<file path="src/cfg_pkg.sv">
/*
 * Constants, encodings and decode helpers for the configuration and
 * code-protection block.
 * Assumes it is compiled before every file that names it.
 */
package cfg_pkg;

   // ****************************************************************
   // Addresses and reset values
   // ****************************************************************
   localparam logic [15:0] CFG_ONE_ADDR   = 16'hfd00;
   localparam logic [7:0]  UNPROG_BYTE    = 8'hff;
   localparam logic [7:0]  UNMAPPED_DATA  = 8'h00;
   localparam logic        UNPROG_BIT     = 1'b1;

   // ****************************************************************
   // Field positions in the first configuration byte
   // ****************************************************************
   localparam int WATCHDOG_FUSE_POS    = 7;
   localparam int PORT_RESET_LEVEL_POS = 5;
   localparam int OSC_SELECT_LSB       = 0;
   localparam int OSC_SELECT_W         = 3;

   // ****************************************************************
   // Oscillator field codes and decoded modes
   // ****************************************************************
   localparam logic [2:0] OSC_CODE_EXT = 3'h7;
   localparam logic [2:0] OSC_CODE_RC  = 3'h3;
   localparam logic [2:0] OSC_CODE_LF  = 3'h2;
   localparam logic [2:0] OSC_CODE_MF  = 3'h1;
   localparam logic [2:0] OSC_CODE_HF  = 3'h0;

   typedef enum logic [2:0] {
      MODE_HF   = 3'h0,
      MODE_MF   = 3'h1,
      MODE_LF   = 3'h2,
      MODE_RC   = 3'h3,
      MODE_EXT  = 3'h4,
      MODE_RSVD = 3'h7
   } osc_mode_type;

   // ****************************************************************
   // Programming targets and load sequence
   // ****************************************************************
   typedef enum logic [1:0] {
      TGT_CODE  = 2'h0,
      TGT_CFG   = 2'h1,
      TGT_PROT1 = 2'h2,
      TGT_PROT2 = 2'h3
   } pgm_target_type;

   typedef enum logic [1:0] {
      ST_IDLE = 2'b00,
      ST_LOAD = 2'b01,
      ST_RUN  = 2'b11
   } load_state_type;

   function automatic osc_mode_type osc_decode(input logic [2:0] code);
      osc_mode_type m;
      m = MODE_RSVD;
      unique case (code)
         OSC_CODE_EXT: m = MODE_EXT;
         OSC_CODE_RC:  m = MODE_RC;
         OSC_CODE_LF:  m = MODE_LF;
         OSC_CODE_MF:  m = MODE_MF;
         OSC_CODE_HF:  m = MODE_HF;
         default:      m = MODE_RSVD;
      endcase
      return m;
   endfunction : osc_decode

endpackage : cfg_pkg

</file>
<file path="src/prot_if.sv">
/*
 * Carrier between the loader and its protection gate.
 * Assumes the loader drives the protect state and request target.
 */
`timescale 1ns/1ps
`default_nettype none

interface prot_if (
   input wire logic clk,
   input wire logic rst_b
);
   logic                    prot_first;
   logic                    prot_second;
   cfg_pkg::pgm_target_type target;
   logic                    wr_ok;
   logic                    verify_ok;
   logic                    unsupported;

   modport gate (input clk, input rst_b, input prot_first, input prot_second,
                 input target, output wr_ok, output verify_ok, output unsupported);
   modport user (output prot_first, output prot_second, output target,
                 input wr_ok, input verify_ok, input unsupported);
endinterface : prot_if

`default_nettype wire

</file>
<file path="src/prot_gate.sv">
/*
 * Code-protection decision: which programming and verify requests
 * the present state of the two protect bits lets through.
 * Assumes protect bits read 1 while unprogrammed, 0 once programmed.
 */
`timescale 1ns/1ps
`default_nettype none

module prot_gate (
   prot_if.gate p
);

   // ****************************************************************
   // Decode
   // ****************************************************************
   wire none_prog  = p.prot_first & p.prot_second;
   wire first_only = ~p.prot_first & p.prot_second;
   wire tgt_second = (p.target == cfg_pkg::TGT_PROT2);

   // Unsupported combination refuses everything: fail closed
   assign p.wr_ok       = none_prog | (first_only & tgt_second);
   assign p.verify_ok   = p.prot_second;
   assign p.unsupported = p.prot_first & ~p.prot_second;

   // ****************************************************************
   // Checks
   // ****************************************************************
   property p_gate_locked;
      @(posedge p.clk) disable iff (!p.rst_b)
      (!p.prot_first && !p.prot_second) |-> (!p.wr_ok && !p.verify_ok);
   endproperty
   a_gate_locked: assert property (p_gate_locked)
      else $error("locked device let a request through");

   property p_gate_open;
      @(posedge p.clk) disable iff (!p.rst_b)
      (p.prot_first && p.prot_second) |-> (p.wr_ok && p.verify_ok);
   endproperty
   a_gate_open: assert property (p_gate_open)
      else $error("open device refused a request");

endmodule : prot_gate

`default_nettype wire

</file>
<file path="src/config_fuse_and_security.sv">
/*
 * Configuration loader and code-protection control. Captures the two
 * configuration bytes and the protect bits once after reset, serves
 * the first byte to external-data reads, and gates programmer requests.
 * Assumes the storage outputs are stable while reset is released and
 * that all inputs are synchronous to SYS_CLK.
 */
// What this block does
// - Capture configuration once after reset, then freeze
// - Hold two configuration bytes from non-volatile storage
// - External-data read at FD00h returns byte one
// - No protect bits: program and verify allowed
// - First protect bit only: refuse code programming
// - First protect bit only: second bit still programmable
// - Both protect bits: refuse verify and programming
`timescale 1ns/1ps
`default_nettype none

module config_fuse_and_security (
   // Clock and reset
   input  wire logic        SYS_CLK,
   input  wire logic        RST_B,
   // Non-volatile storage contents
   input  wire logic [7:0]  FUSE_BYTE_ONE,
   input  wire logic [7:0]  FUSE_BYTE_TWO,
   input  wire logic        FUSE_PROT_FIRST,
   input  wire logic        FUSE_PROT_SECOND,
   // External-data read port
   input  wire logic        XDATA_RD,
   input  wire logic [15:0] XDATA_ADDR,
   output logic             XDATA_RVALID,
   output logic [7:0]       XDATA_RDATA,
   // Programmer requests
   input  wire logic        PGM_WR_REQ,
   input  wire logic [1:0]  PGM_TARGET,
   input  wire logic        PGM_VERIFY_REQ,
   output logic             PGM_WR_GO,
   output logic             PGM_WR_REFUSED,
   output logic             PGM_VERIFY_GO,
   output logic             PGM_VERIFY_BLOCKED,
   // Configuration outputs
   output logic             CONFIG_READY,
   output logic [7:0]       CFG_BYTE_ONE,
   output logic [7:0]       CFG_BYTE_TWO,
   output logic             WATCHDOG_EN,
   output logic             PORT_RESET_HIGH,
   output logic [2:0]       OSC_MODE,
   output logic             OSC_RESERVED,
   output logic             PROT_FIRST,
   output logic             PROT_SECOND,
   output logic             PROT_UNSUPPORTED
);

   // ****************************************************************
   // State
   // ****************************************************************
   cfg_pkg::load_state_type state_q;
   cfg_pkg::load_state_type state_d;
   logic [7:0]              cfg_one_q;
   logic [7:0]              cfg_two_q;
   logic                    prot1_q;
   logic                    prot2_q;
   logic                    rvalid_q;
   logic [7:0]              rdata_q;
   logic                    wr_go_q;
   logic                    wr_ref_q;
   logic                    ver_go_q;
   logic                    ver_blk_q;
   logic                    wdt_q;
   logic                    prl_q;
   cfg_pkg::osc_mode_type   osc_q;
   logic                    osc_rsvd_q;
   logic                    unsup_q;
   logic                    ready_q;

   prot_if pif (.clk(SYS_CLK), .rst_b(RST_B));

   prot_gate u_gate (.p(pif.gate));

   // ****************************************************************
   // Decode
   // ****************************************************************
   wire running   = (state_q == cfg_pkg::ST_RUN);
   wire loading   = (state_q == cfg_pkg::ST_LOAD);
   wire run_next  = (state_d == cfg_pkg::ST_RUN);
   wire cfg_hit   = (XDATA_ADDR == cfg_pkg::CFG_ONE_ADDR);
   wire wr_take   = PGM_WR_REQ & running;
   wire wr_pass   = wr_take & pif.wr_ok;
   wire ver_take  = PGM_VERIFY_REQ & running;
   wire set_prot1 = wr_pass & (pif.target == cfg_pkg::TGT_PROT1);
   wire set_prot2 = wr_pass & (pif.target == cfg_pkg::TGT_PROT2);
   wire [2:0] osc_field =
      cfg_one_q[cfg_pkg::OSC_SELECT_LSB +: cfg_pkg::OSC_SELECT_W];
   wire cfg_osc_rsvd = (cfg_pkg::osc_decode(osc_field) == cfg_pkg::MODE_RSVD);

   assign pif.prot_first  = prot1_q;
   assign pif.prot_second = prot2_q;
   assign pif.target      = cfg_pkg::pgm_target_type'(PGM_TARGET);

   // ****************************************************************
   // Load sequence
   // ****************************************************************
   // Storage is read on the second edge after release, never under reset itself
   always_comb begin
      state_d = state_q;
      unique case (state_q)
         cfg_pkg::ST_IDLE: state_d = cfg_pkg::ST_LOAD;
         cfg_pkg::ST_LOAD: state_d = cfg_pkg::ST_RUN;
         cfg_pkg::ST_RUN:  state_d = cfg_pkg::ST_RUN;
         default:          state_d = cfg_pkg::ST_IDLE;
      endcase
   end

   always_ff @(posedge SYS_CLK or negedge RST_B) begin
      if (!RST_B) begin
         state_q   <= cfg_pkg::ST_IDLE;
         ready_q   <= 1'b0;
         cfg_one_q <= cfg_pkg::UNPROG_BYTE;
         cfg_two_q <= cfg_pkg::UNPROG_BYTE;
      end else begin
         state_q <= state_d;
         // Ready flag gets its own flop so the pin has no decode behind it
         ready_q <= run_next;
         if (loading) begin
            cfg_one_q <= FUSE_BYTE_ONE;
            cfg_two_q <= FUSE_BYTE_TWO;
         end
      end
   end

   // Protect bits also follow a granted programming of themselves
   always_ff @(posedge SYS_CLK or negedge RST_B) begin
      if (!RST_B) begin
         prot1_q <= cfg_pkg::UNPROG_BIT;
         prot2_q <= cfg_pkg::UNPROG_BIT;
      end else if (loading) begin
         prot1_q <= FUSE_PROT_FIRST;
         prot2_q <= FUSE_PROT_SECOND;
      end else begin
         if (set_prot1) prot1_q <= 1'b0;
         if (set_prot2) prot2_q <= 1'b0;
      end
   end

   // ****************************************************************
   // Read port and programmer answers
   // ****************************************************************
   always_ff @(posedge SYS_CLK or negedge RST_B) begin
      if (!RST_B) begin
         rvalid_q  <= 1'b0;
         rdata_q   <= cfg_pkg::UNMAPPED_DATA;
         wr_go_q   <= 1'b0;
         wr_ref_q  <= 1'b0;
         ver_go_q  <= 1'b0;
         ver_blk_q <= 1'b0;
      end else begin
         rvalid_q  <= XDATA_RD;
         rdata_q   <= (XDATA_RD & cfg_hit) ? cfg_one_q : cfg_pkg::UNMAPPED_DATA;
         wr_go_q   <= wr_pass;
         wr_ref_q  <= PGM_WR_REQ & ~wr_pass;
         ver_go_q  <= ver_take & pif.verify_ok;
         ver_blk_q <= PGM_VERIFY_REQ & ~(ver_take & pif.verify_ok);
      end
   end

   // ****************************************************************
   // Decoded configuration
   // ****************************************************************
   always_ff @(posedge SYS_CLK or negedge RST_B) begin
      if (!RST_B) begin
         wdt_q      <= cfg_pkg::UNPROG_BIT;
         prl_q      <= cfg_pkg::UNPROG_BIT;
         osc_q      <= cfg_pkg::MODE_EXT;
         osc_rsvd_q <= 1'b0;
         unsup_q    <= 1'b0;
      end else begin
         wdt_q      <= cfg_one_q[cfg_pkg::WATCHDOG_FUSE_POS];
         prl_q      <= cfg_one_q[cfg_pkg::PORT_RESET_LEVEL_POS];
         osc_q      <= cfg_pkg::osc_decode(osc_field);
         osc_rsvd_q <= cfg_osc_rsvd;
         unsup_q    <= pif.unsupported;
      end
   end

   assign XDATA_RVALID       = rvalid_q;
   assign XDATA_RDATA        = rdata_q;
   assign PGM_WR_GO          = wr_go_q;
   assign PGM_WR_REFUSED     = wr_ref_q;
   assign PGM_VERIFY_GO      = ver_go_q;
   assign PGM_VERIFY_BLOCKED = ver_blk_q;
   assign CONFIG_READY       = ready_q;
   assign CFG_BYTE_ONE       = cfg_one_q;
   assign CFG_BYTE_TWO       = cfg_two_q;
   assign WATCHDOG_EN        = wdt_q;
   assign PORT_RESET_HIGH    = prl_q;
   assign OSC_MODE           = osc_q;
   assign OSC_RESERVED       = osc_rsvd_q;
   assign PROT_FIRST         = prot1_q;
   assign PROT_SECOND        = prot2_q;
   assign PROT_UNSUPPORTED   = unsup_q;

   // ****************************************************************
   // Checks
   // ****************************************************************
   property p_cfg_frozen;
      @(posedge SYS_CLK) disable iff (!RST_B)
      running |=> ($stable(cfg_one_q) && $stable(cfg_two_q));
   endproperty
   a_cfg_frozen: assert property (p_cfg_frozen)
      else $error("configuration changed while running");

   property p_load_capture;
      @(posedge SYS_CLK) disable iff (!RST_B)
      loading |=> (cfg_two_q == $past(FUSE_BYTE_TWO)) && running;
   endproperty
   a_load_capture: assert property (p_load_capture)
      else $error("configuration byte two not captured");

   property p_cfg_read;
      @(posedge SYS_CLK) disable iff (!RST_B)
      (XDATA_RD && cfg_hit) |=> XDATA_RVALID && (XDATA_RDATA == $past(cfg_one_q));
   endproperty
   a_cfg_read: assert property (p_cfg_read)
      else $error("byte one read returned wrong data");

   property p_wr_open;
      @(posedge SYS_CLK) disable iff (!RST_B)
      (wr_take && prot1_q && prot2_q) |=> PGM_WR_GO && !PGM_WR_REFUSED;
   endproperty
   a_wr_open: assert property (p_wr_open)
      else $error("open device refused programming");

   property p_wr_first;
      @(posedge SYS_CLK) disable iff (!RST_B)
      (wr_take && !prot1_q && prot2_q && PGM_TARGET != cfg_pkg::TGT_PROT2)
         |=> PGM_WR_REFUSED && !PGM_WR_GO;
   endproperty
   a_wr_first: assert property (p_wr_first)
      else $error("protected device accepted programming");

   property p_prot2_ok;
      @(posedge SYS_CLK) disable iff (!RST_B)
      (wr_take && !prot1_q && prot2_q && PGM_TARGET == cfg_pkg::TGT_PROT2)
         |=> PGM_WR_GO && !PROT_SECOND ##1 PROT_SECOND == 1'b0;
   endproperty
   a_prot2_ok: assert property (p_prot2_ok)
      else $error("second protect bit not programmable");

   property p_locked;
      @(posedge SYS_CLK) disable iff (!RST_B)
      (running && !prot1_q && !prot2_q && (PGM_VERIFY_REQ || PGM_WR_REQ))
         |=> !PGM_VERIFY_GO && !PGM_WR_GO;
   endproperty
   a_locked: assert property (p_locked)
      else $error("locked device answered a request");

   property p_osc;
      @(posedge SYS_CLK) disable iff (!RST_B)
      running ##1 running |-> OSC_MODE == cfg_pkg::osc_decode($past(osc_field));
   endproperty
   a_osc: assert property (p_osc)
      else $error("oscillator mode wrong");

   property p_prl;
      @(posedge SYS_CLK) disable iff (!RST_B)
      running ##1 running |->
         PORT_RESET_HIGH == $past(cfg_one_q[cfg_pkg::PORT_RESET_LEVEL_POS]);
   endproperty
   a_prl: assert property (p_prl)
      else $error("port reset level wrong");

endmodule : config_fuse_and_security

`default_nettype wire

</file>
<file path="config.mk">
export PLATFORM = sky130hd
export DESIGN_NAME = config_fuse_and_security
export DESIGN_NICKNAME = d
export VERILOG_FILES = /design/src/cfg_pkg.sv /design/src/prot_if.sv /design/src/prot_gate.sv /design/src/config_fuse_and_security.sv
export SDC_FILE = /design/constraint.sdc
export NUM_CORES = 1
export LEC_CHECK = 0
export BUFFER_PORTS_ARGS = -buffer_cell sky130_fd_sc_hd__buf_2
export CORE_MARGIN = 3
export CORE_UTILIZATION = 44
export DETAILED_ROUTE_END_ITERATION = 7
export PLACE_DENSITY = 0.82
export SETUP_SLACK_MARGIN = 0.2
export SLEW_MARGIN = 15
export SYNTH_ARGS = -nofsm -noshare
export SYNTH_HDL_FRONTEND = slang
export SYNTH_SLANG_ARGS = --single-unit
</file>
<file path="constraint.sdc">
create_clock -name SYS_CLK -period 1.3 [get_ports SYS_CLK]
set_clock_uncertainty 0.1 [all_clocks]
set_input_delay 0.26 -clock SYS_CLK [delete_from_list [all_inputs] [get_ports SYS_CLK]]
set_output_delay 0.26 -clock SYS_CLK [all_outputs]
set_load 0.005 [all_outputs]
</file>
==> results of run 1 <==
==> sequential cells by signal, indices dropped and copies added, names as in the netlist, 3 cells and up <==
| register | count |
|---|---|
| CFG_BYTE_ONE | 8 |
| CFG_BYTE_TWO | 8 |
| XDATA_RDATA | 8 |
| OSC_MODE | 3 |
==> area by class of cell <==
class / count / share of cell area, %
clock inverters: 1 / 0.1958
clock buffers: 7 / 1.762
multi-input cells: 61 / 23.25
flip-flops and latches: 40 / 40.19
well taps: 44 / 2.154
repair buffers: 108 / 32.31
inverters: 1 / 0.1468
==> logic make-up after synthesis <==
logic type,synth area share [%]
buffers and inverters,1.725
flip-flops,67.46
AO/OA/AOI/OAI,3.615
AND/OR/NAND/NOR,15.37
multiplexers,11.83
==> per-stage QoR <==
stage | cell area (um^2) | utilization (%) | power (mW) | setup WS (ns)
after floorplan | 1567 | - | 1.478 | 0.07017
after global placement | 2046 | 64.37 | 1.642 | 0.05800
after detailed placement | 2046 | 64.37 | 1.658 | -0.01311
after CTS | 2351 | 73.98 | 2.298 | -0.1020
after global routing | 2556 | 80.43 | 2.494 | -0.1406
final | 2556 | 80.43 | 2.413 | -0.1137
==> what timing repair did <==
action                                  in CTS  in global routing
pin swaps                                    0                  3
gates resized for setup                     18                 24
hold endpoints to repair                    42                  0
buffers inserted                            13                  6
endpoints found under the setup margin      57                 70
gates cloned                                 2                  1
hold buffers                                 3                  0
==> synth_stat cells <==
cell	count	area (um^2)
dfrtp_1	19	475.5
a21oi_1	1	5.000
nor2b_1	2	12.51
o21ai_0	4	20.02
dfstp_2	21	551.8
nand2b_1	2	12.51
nand2_1	3	11.26
and4_1	1	8.760
o21a_1	3	22.52
and2_1	1	6.260
a21boi_0	1	7.510
nor3_1	8	40.04
nand3b_1	8	60.06
nand4_1	1	6.260
clkbuf_1	2	7.510
buf_4	2	15.01
nand3_1	3	15.01
inv_1	1	3.750
nand4_4	1	21.27
nor4_4	1	21.27
mux2_2	16	180.2
nor2_1	5	18.77
==> final timing paths <==
kind                                   endpoint             start  cells after the start
worst max register to register       PROT_FIRST       PROT_SECOND                      4
worst max-delay path                 PROT_FIRST        PROT_FIRST                      1
min in group asynchronous         PGM_VERIFY_GO             RST_B                      3
worst min register to register  PORT_RESET_HIGH   CFG_BYTE_ONE[5]                      1
max in group asynchronous       CFG_BYTE_TWO[0]             RST_B                      3
worst min-delay path            CFG_BYTE_ONE[3]  FUSE_BYTE_ONE[3]                      2
==> power breakdown <==
group          total, mW  switching [mW]  internal [mW]
combinational      0.413           0.181          0.232
clock              0.630           0.418          0.211
sequential          1.37          0.0347           1.34
==> cell usage in the layout, fill, tap and decap left out, drive strengths merged <==
cell and n:
nand3 3, clkbuf 8, nand2b 2, dfrtp 19, nor4 1, o21a 3, and4 1, nand3b 8
clkinv 1, nand4 2, nand2 3, dfstp 21, dlygate4sd3 3, and2 1, o21ai 4, a21boi 1
a21oi 1, nor2 5, inv 1, nor2b 2, buf 104, mux2 16, nor3 8
==> metal layers <==
layer	track usage (%)	vias up	part of all wire (%)
li1	-	590	-
met1	22.59	662	35
met2	38.95	83	54
met3	4.159	25	6.8
met4	10.29	0	4.4
met5	0	-	0
==> impl_metrics.json, run 1 <==
{
  "min_path_type": "input pin to flop",
  "ys_seq_elements": 40,
  "dieArea_um2": 4202,
  "yosys_warnings": 0,
  "crit_arrival_ns": 1.05,
  "critPathRequiredTime_ns": 0.94,
  "cts_buffers": 5,
  "clock-sinks": 40,
  "synth_cell_types": 22,
  "p_per_area_nw_per_um2": 944.1,
  "start_util_pct": 47.91,
  "grt_pass1_wl_mm": 6.423,
  "period_share_pct": 108.7,
  "critPathSlowestCell": "dfstp_2",
  "worst_path_largest_cell_delay_ns": 0.58,
  "grt_pass1_vias": 1300,
  "cap_viol_max_count": 0,
  "slew_headroom_pct": 70.77,
  "clkTransAtPathRegs_ns": 0.12,
  "leakage_nw": 1.214,
  "layoutNonFillerInstCount": 262,
  "fin_crit_ns": 1.414,
  "dp_hpwl_mm": 2.539,
  "finalSetupViolCount": 40,
  "antenna_cells": 0,
  "drt_iter0_drc": 97,
  "synth_cells": 106,
  "netlist_area_um2": 1523,
  "num_io_pins": 80,
  "seq_area_um2": 1027,
  "hold_ws_ns": 0.02414,
  "nets": 258,
  "status": "complete, but fails checks",
  "core_um2": 3178,
  "vdd_drop_max_v": 0.0006417,
  "drive_gt1_share_pct": 73.85,
  "track_usage_pct": 21.06,
  "num_rows": 20,
  "worstSkewPairLatency_ns": 0.35,
  "port_buffers": 79,
  "area_growth_pct": 67.87,
  "cts_max_level": 2,
  "cp_max_fo": 4,
  "fp.dieW_um": 64.83,
  "path_class": "flop to output port",
  "antenna_found_initial": 0,
  "place_congestion": 0.7567,
  "startpoint_type": "flop",
  "vias_per_cell": 5.191,
  "syn_area_per_cell_um2": 14.37,
  "tightest_slew_ns": 0.4373,
  "tns_ns": -2.296,
  "max_freq_mhz": 707.4,
  "finalHoldViolCount": 0,
  "drc": 0,
  "wl_mm": 5.235,
  "cts_root_buf": "clkbuf_4",
  "finalWorstSetupSlack_ns": -0.1137,
  "dp_cells": 229,
  "rsz0062_at_grt": "true",
  "ant_nets": 0,
  "firstDrtPassIters": 4,
  "wire_per_inst_um": 19.98,
  "multi_input_area_um2": 594.3,
  "r2r_slack_ns": -0.08,
  "drv_slew": 0,
  "cp_top_family": "flip-flops",
  "die_h_um": 64.83,
  "grt_max_degree": 41,
  "seq_area_frac_synth_pct": 67.46,
  "synth_nets": 147,
  "worst-path-buf-inv": 1,
  "fillers": 172,
  "cts_tree": "built",
  "via_count": 1360,
  "violations": "negative setup slack",
  "path_cells": "buf_2",
  "cts.path.max_buffers": 2,
  "end_kind": "output port",
  "globalRoute.totalOverflow": 0
}
Power figures use the tool's default switching activity.
==> run 2: changes to the inputs <==
--- a/config.mk
+++ b/config.mk
@@ -10,7 +10,9 @@
 export CORE_UTILIZATION = 44
 export DETAILED_ROUTE_END_ITERATION = 7
 export PLACE_DENSITY = 0.82
+export REMOVE_ABC_BUFFERS = 1
 export SETUP_SLACK_MARGIN = 0.2
+export SKIP_CTS_REPAIR_TIMING = 1
 export SLEW_MARGIN = 15
 export SYNTH_ARGS = -nofsm -noshare
 export SYNTH_HDL_FRONTEND = slang
==> run 2 against run 1 <==
  * The flow still finishes with violations (negative setup slack)
  * Utilization decreased by 4.2 points
  * Combinational power decreased by 9.0%
  * Routed wire length decreased by 20%
  * Sequential share of layout area increased by 2.2 points
  * Global-route usage decreased by 3.1 points
  * Non-clock buffer count decreased by 3
  * Highest routed layer unchanged
==> impl_metrics.json, run 2 (same netlist as run 1, synthesis figures left out) <==
{
  "grt_max_degree": 41,
  "critPathSlowestCell": "dfstp_2",
  "place_congestion": 0.7297,
  "drive_gt1_share_pct": 71.16,
  "wire_per_inst_um": 16.10,
  "core_um2": 3178,
  "die_h_um": 64.83,
  "final_area_um2": 2422,
  "start_util_pct": 47.91,
  "worst_path_largest_cell_delay_ns": 0.58,
  "mostFrequentLayoutCells": "67 x buf_2, 21 x dfstp_2, 19 x dfrtp_1",
  "grt_pass1_wl_mm": 5.582,
  "placed_area_um2": 2003,
  "leakage_nw": 1.170,
  "cp_top_family": "flip-flops",
  "ant_nets": 0,
  "post-place-ws_ns": -0.03483,
  "path_class": "flop to output port",
  "rsz0062_at_grt": "true",
  "drt_iter0_drc": 57,
  "vias_per_cell": 4.869,
  "nets": 255,
  "drc": 0,
  "dieArea_um2": 4202,
  "end_kind": "output port",
  "violations": "negative setup slack",
  "hold_ws_ns": 0.03159,
  "fin_crit_ns": 1.410,
  "busiest_layer": "met2",
  "globalRoute.totalOverflow": 0,
  "wl_mm": 4.171,
  "path_cells": "buf_2",
  "port_buffers": 79,
  "tns_ns": -1.372,
  "cts_buffers": 5,
  "status": "complete, but fails checks",
  "worstSkewPairLatency_ns": 0.35,
  "vdd_drop_max_v": 0.0007110,
  "clock-sinks": 40,
  "finalSetupViolCount": 22,
  "finalWorstSetupSlack_ns": -0.1097,
  "cap_viol_max_count": 0,
  "crit_arrival_ns": 1.05,
  "tightest_slew_ns": 0.3575,
  "grt_pass1_vias": 1188,
  "max_freq_mhz": 709.4,
  "slew_headroom_pct": 76.08,
  "antenna_found_initial": 0,
  "track_usage_pct": 17.98,
  "critPathRequiredTime_ns": 0.94,
  "cp_max_fo": 4,
  "min_path_type": "input pin to flop",
  "startpoint_type": "flop",
  "firstDrtPassIters": 4,
  "cts_max_level": 2,
  "area_growth_pct": 59.08,
  "num_io_pins": 80,
  "via_count": 1261,
  "p_per_area_nw_per_um2": 970.0,
  "use_met3_pct": 5.719,
  "use_met2_pct": 34.48,
  "layout_commonest_cell": "buf_2",
  "drv_slew": 0,
  "antenna_cells": 0,
  "grt_util_met1_pct": 17.13,
  "worst-path-buf-inv": 1,
  "dp_hpwl_mm": 2.762,
  "clkTransAtPathRegs_ns": 0.12,
  "fp.dieW_um": 64.83,
  "num_rows": 20,
  "cts.path.max_buffers": 2,
  "finalHoldViolCount": 0,
  "period_share_pct": 108.4,
  "cts_tree": "built",
  "cts_root_buf": "clkbuf_4"
}
[run 2: cell count changes in the layout (fill, tap and decap cells not counted), moves of 2 or more]
cell	previous run	this run
buf_16	2	0
nor3_1	3	5
buf_12	4	1
nor3_2	5	3
buf_4	13	15
nor2_1	3	5
nor2_2	2	0
[run 2: where the power goes]
group	leakage [nW]	internal, mW	switching, mW
logic	0.683	0.224	0.152
registers	0.460	1.34	0.0370
clock network	0.0265	0.216	0.385
[run 2: final timing paths]
kind	startpoint	endpoint	slack, ns	cells after the start
setup / recovery	CFG_BYTE_ONE[1]	CFG_BYTE_ONE[1]	-0.11	1
hold / removal	FUSE_BYTE_ONE[2]	CFG_BYTE_ONE[2]	0.03	2
setup reg to reg	CONFIG_READY	CFG_BYTE_ONE[3]	0.05	3
hold reg to reg	CFG_BYTE_ONE[5]	PORT_RESET_HIGH	0.41	1
max in group asynchronous	RST_B	CFG_BYTE_ONE[5]	0.51	3
min in group asynchronous	RST_B	OSC_MODE[0]	0.32	3
[run 2: stage by stage]
stage / std cells / total power, mW / utilization, %
after floorplan: 102 / 1.467 / -
after global placement: 230 / 1.630 / 63.03
after detailed placement: 230 / 1.652 / 63.03
after CTS: 238 / 2.237 / 64.57
after global routing: 259 / 2.451 / 76.22
final: 259 / 2.350 / 76.22
[run 2: routing by layer]
layer | share of wire (%) | wire length, um | vias up
li1 | - | - | 586
met1 | 36 | 1500 | 622
met2 | 56 | 2352 | 44
met3 | 5.6 | 232 | 9
met4 | 2.0 | 85 | 0
met5 | 0 | 0 | -
[run 2: final cells by class]
cell class	instances	area [um^2]
flip-flops and latches	40	1027
fillers	222	755.7
repair buffers	105	714.4
multi-input cells	61	573.1
well taps	44	55.05
clock buffers	8	48.80
inverters	1	3.754
[run 2: worst register-to-register path: cells and delay by family, from the launching register on]
| kind | cells | cell delay [ns] |
|---|---|---|
| flops | 1 | 0.43 |
| mux | 1 | 0.31 |
| simple gates | 1 | 0.18 |
| buf+inv | 1 | 0.17 |
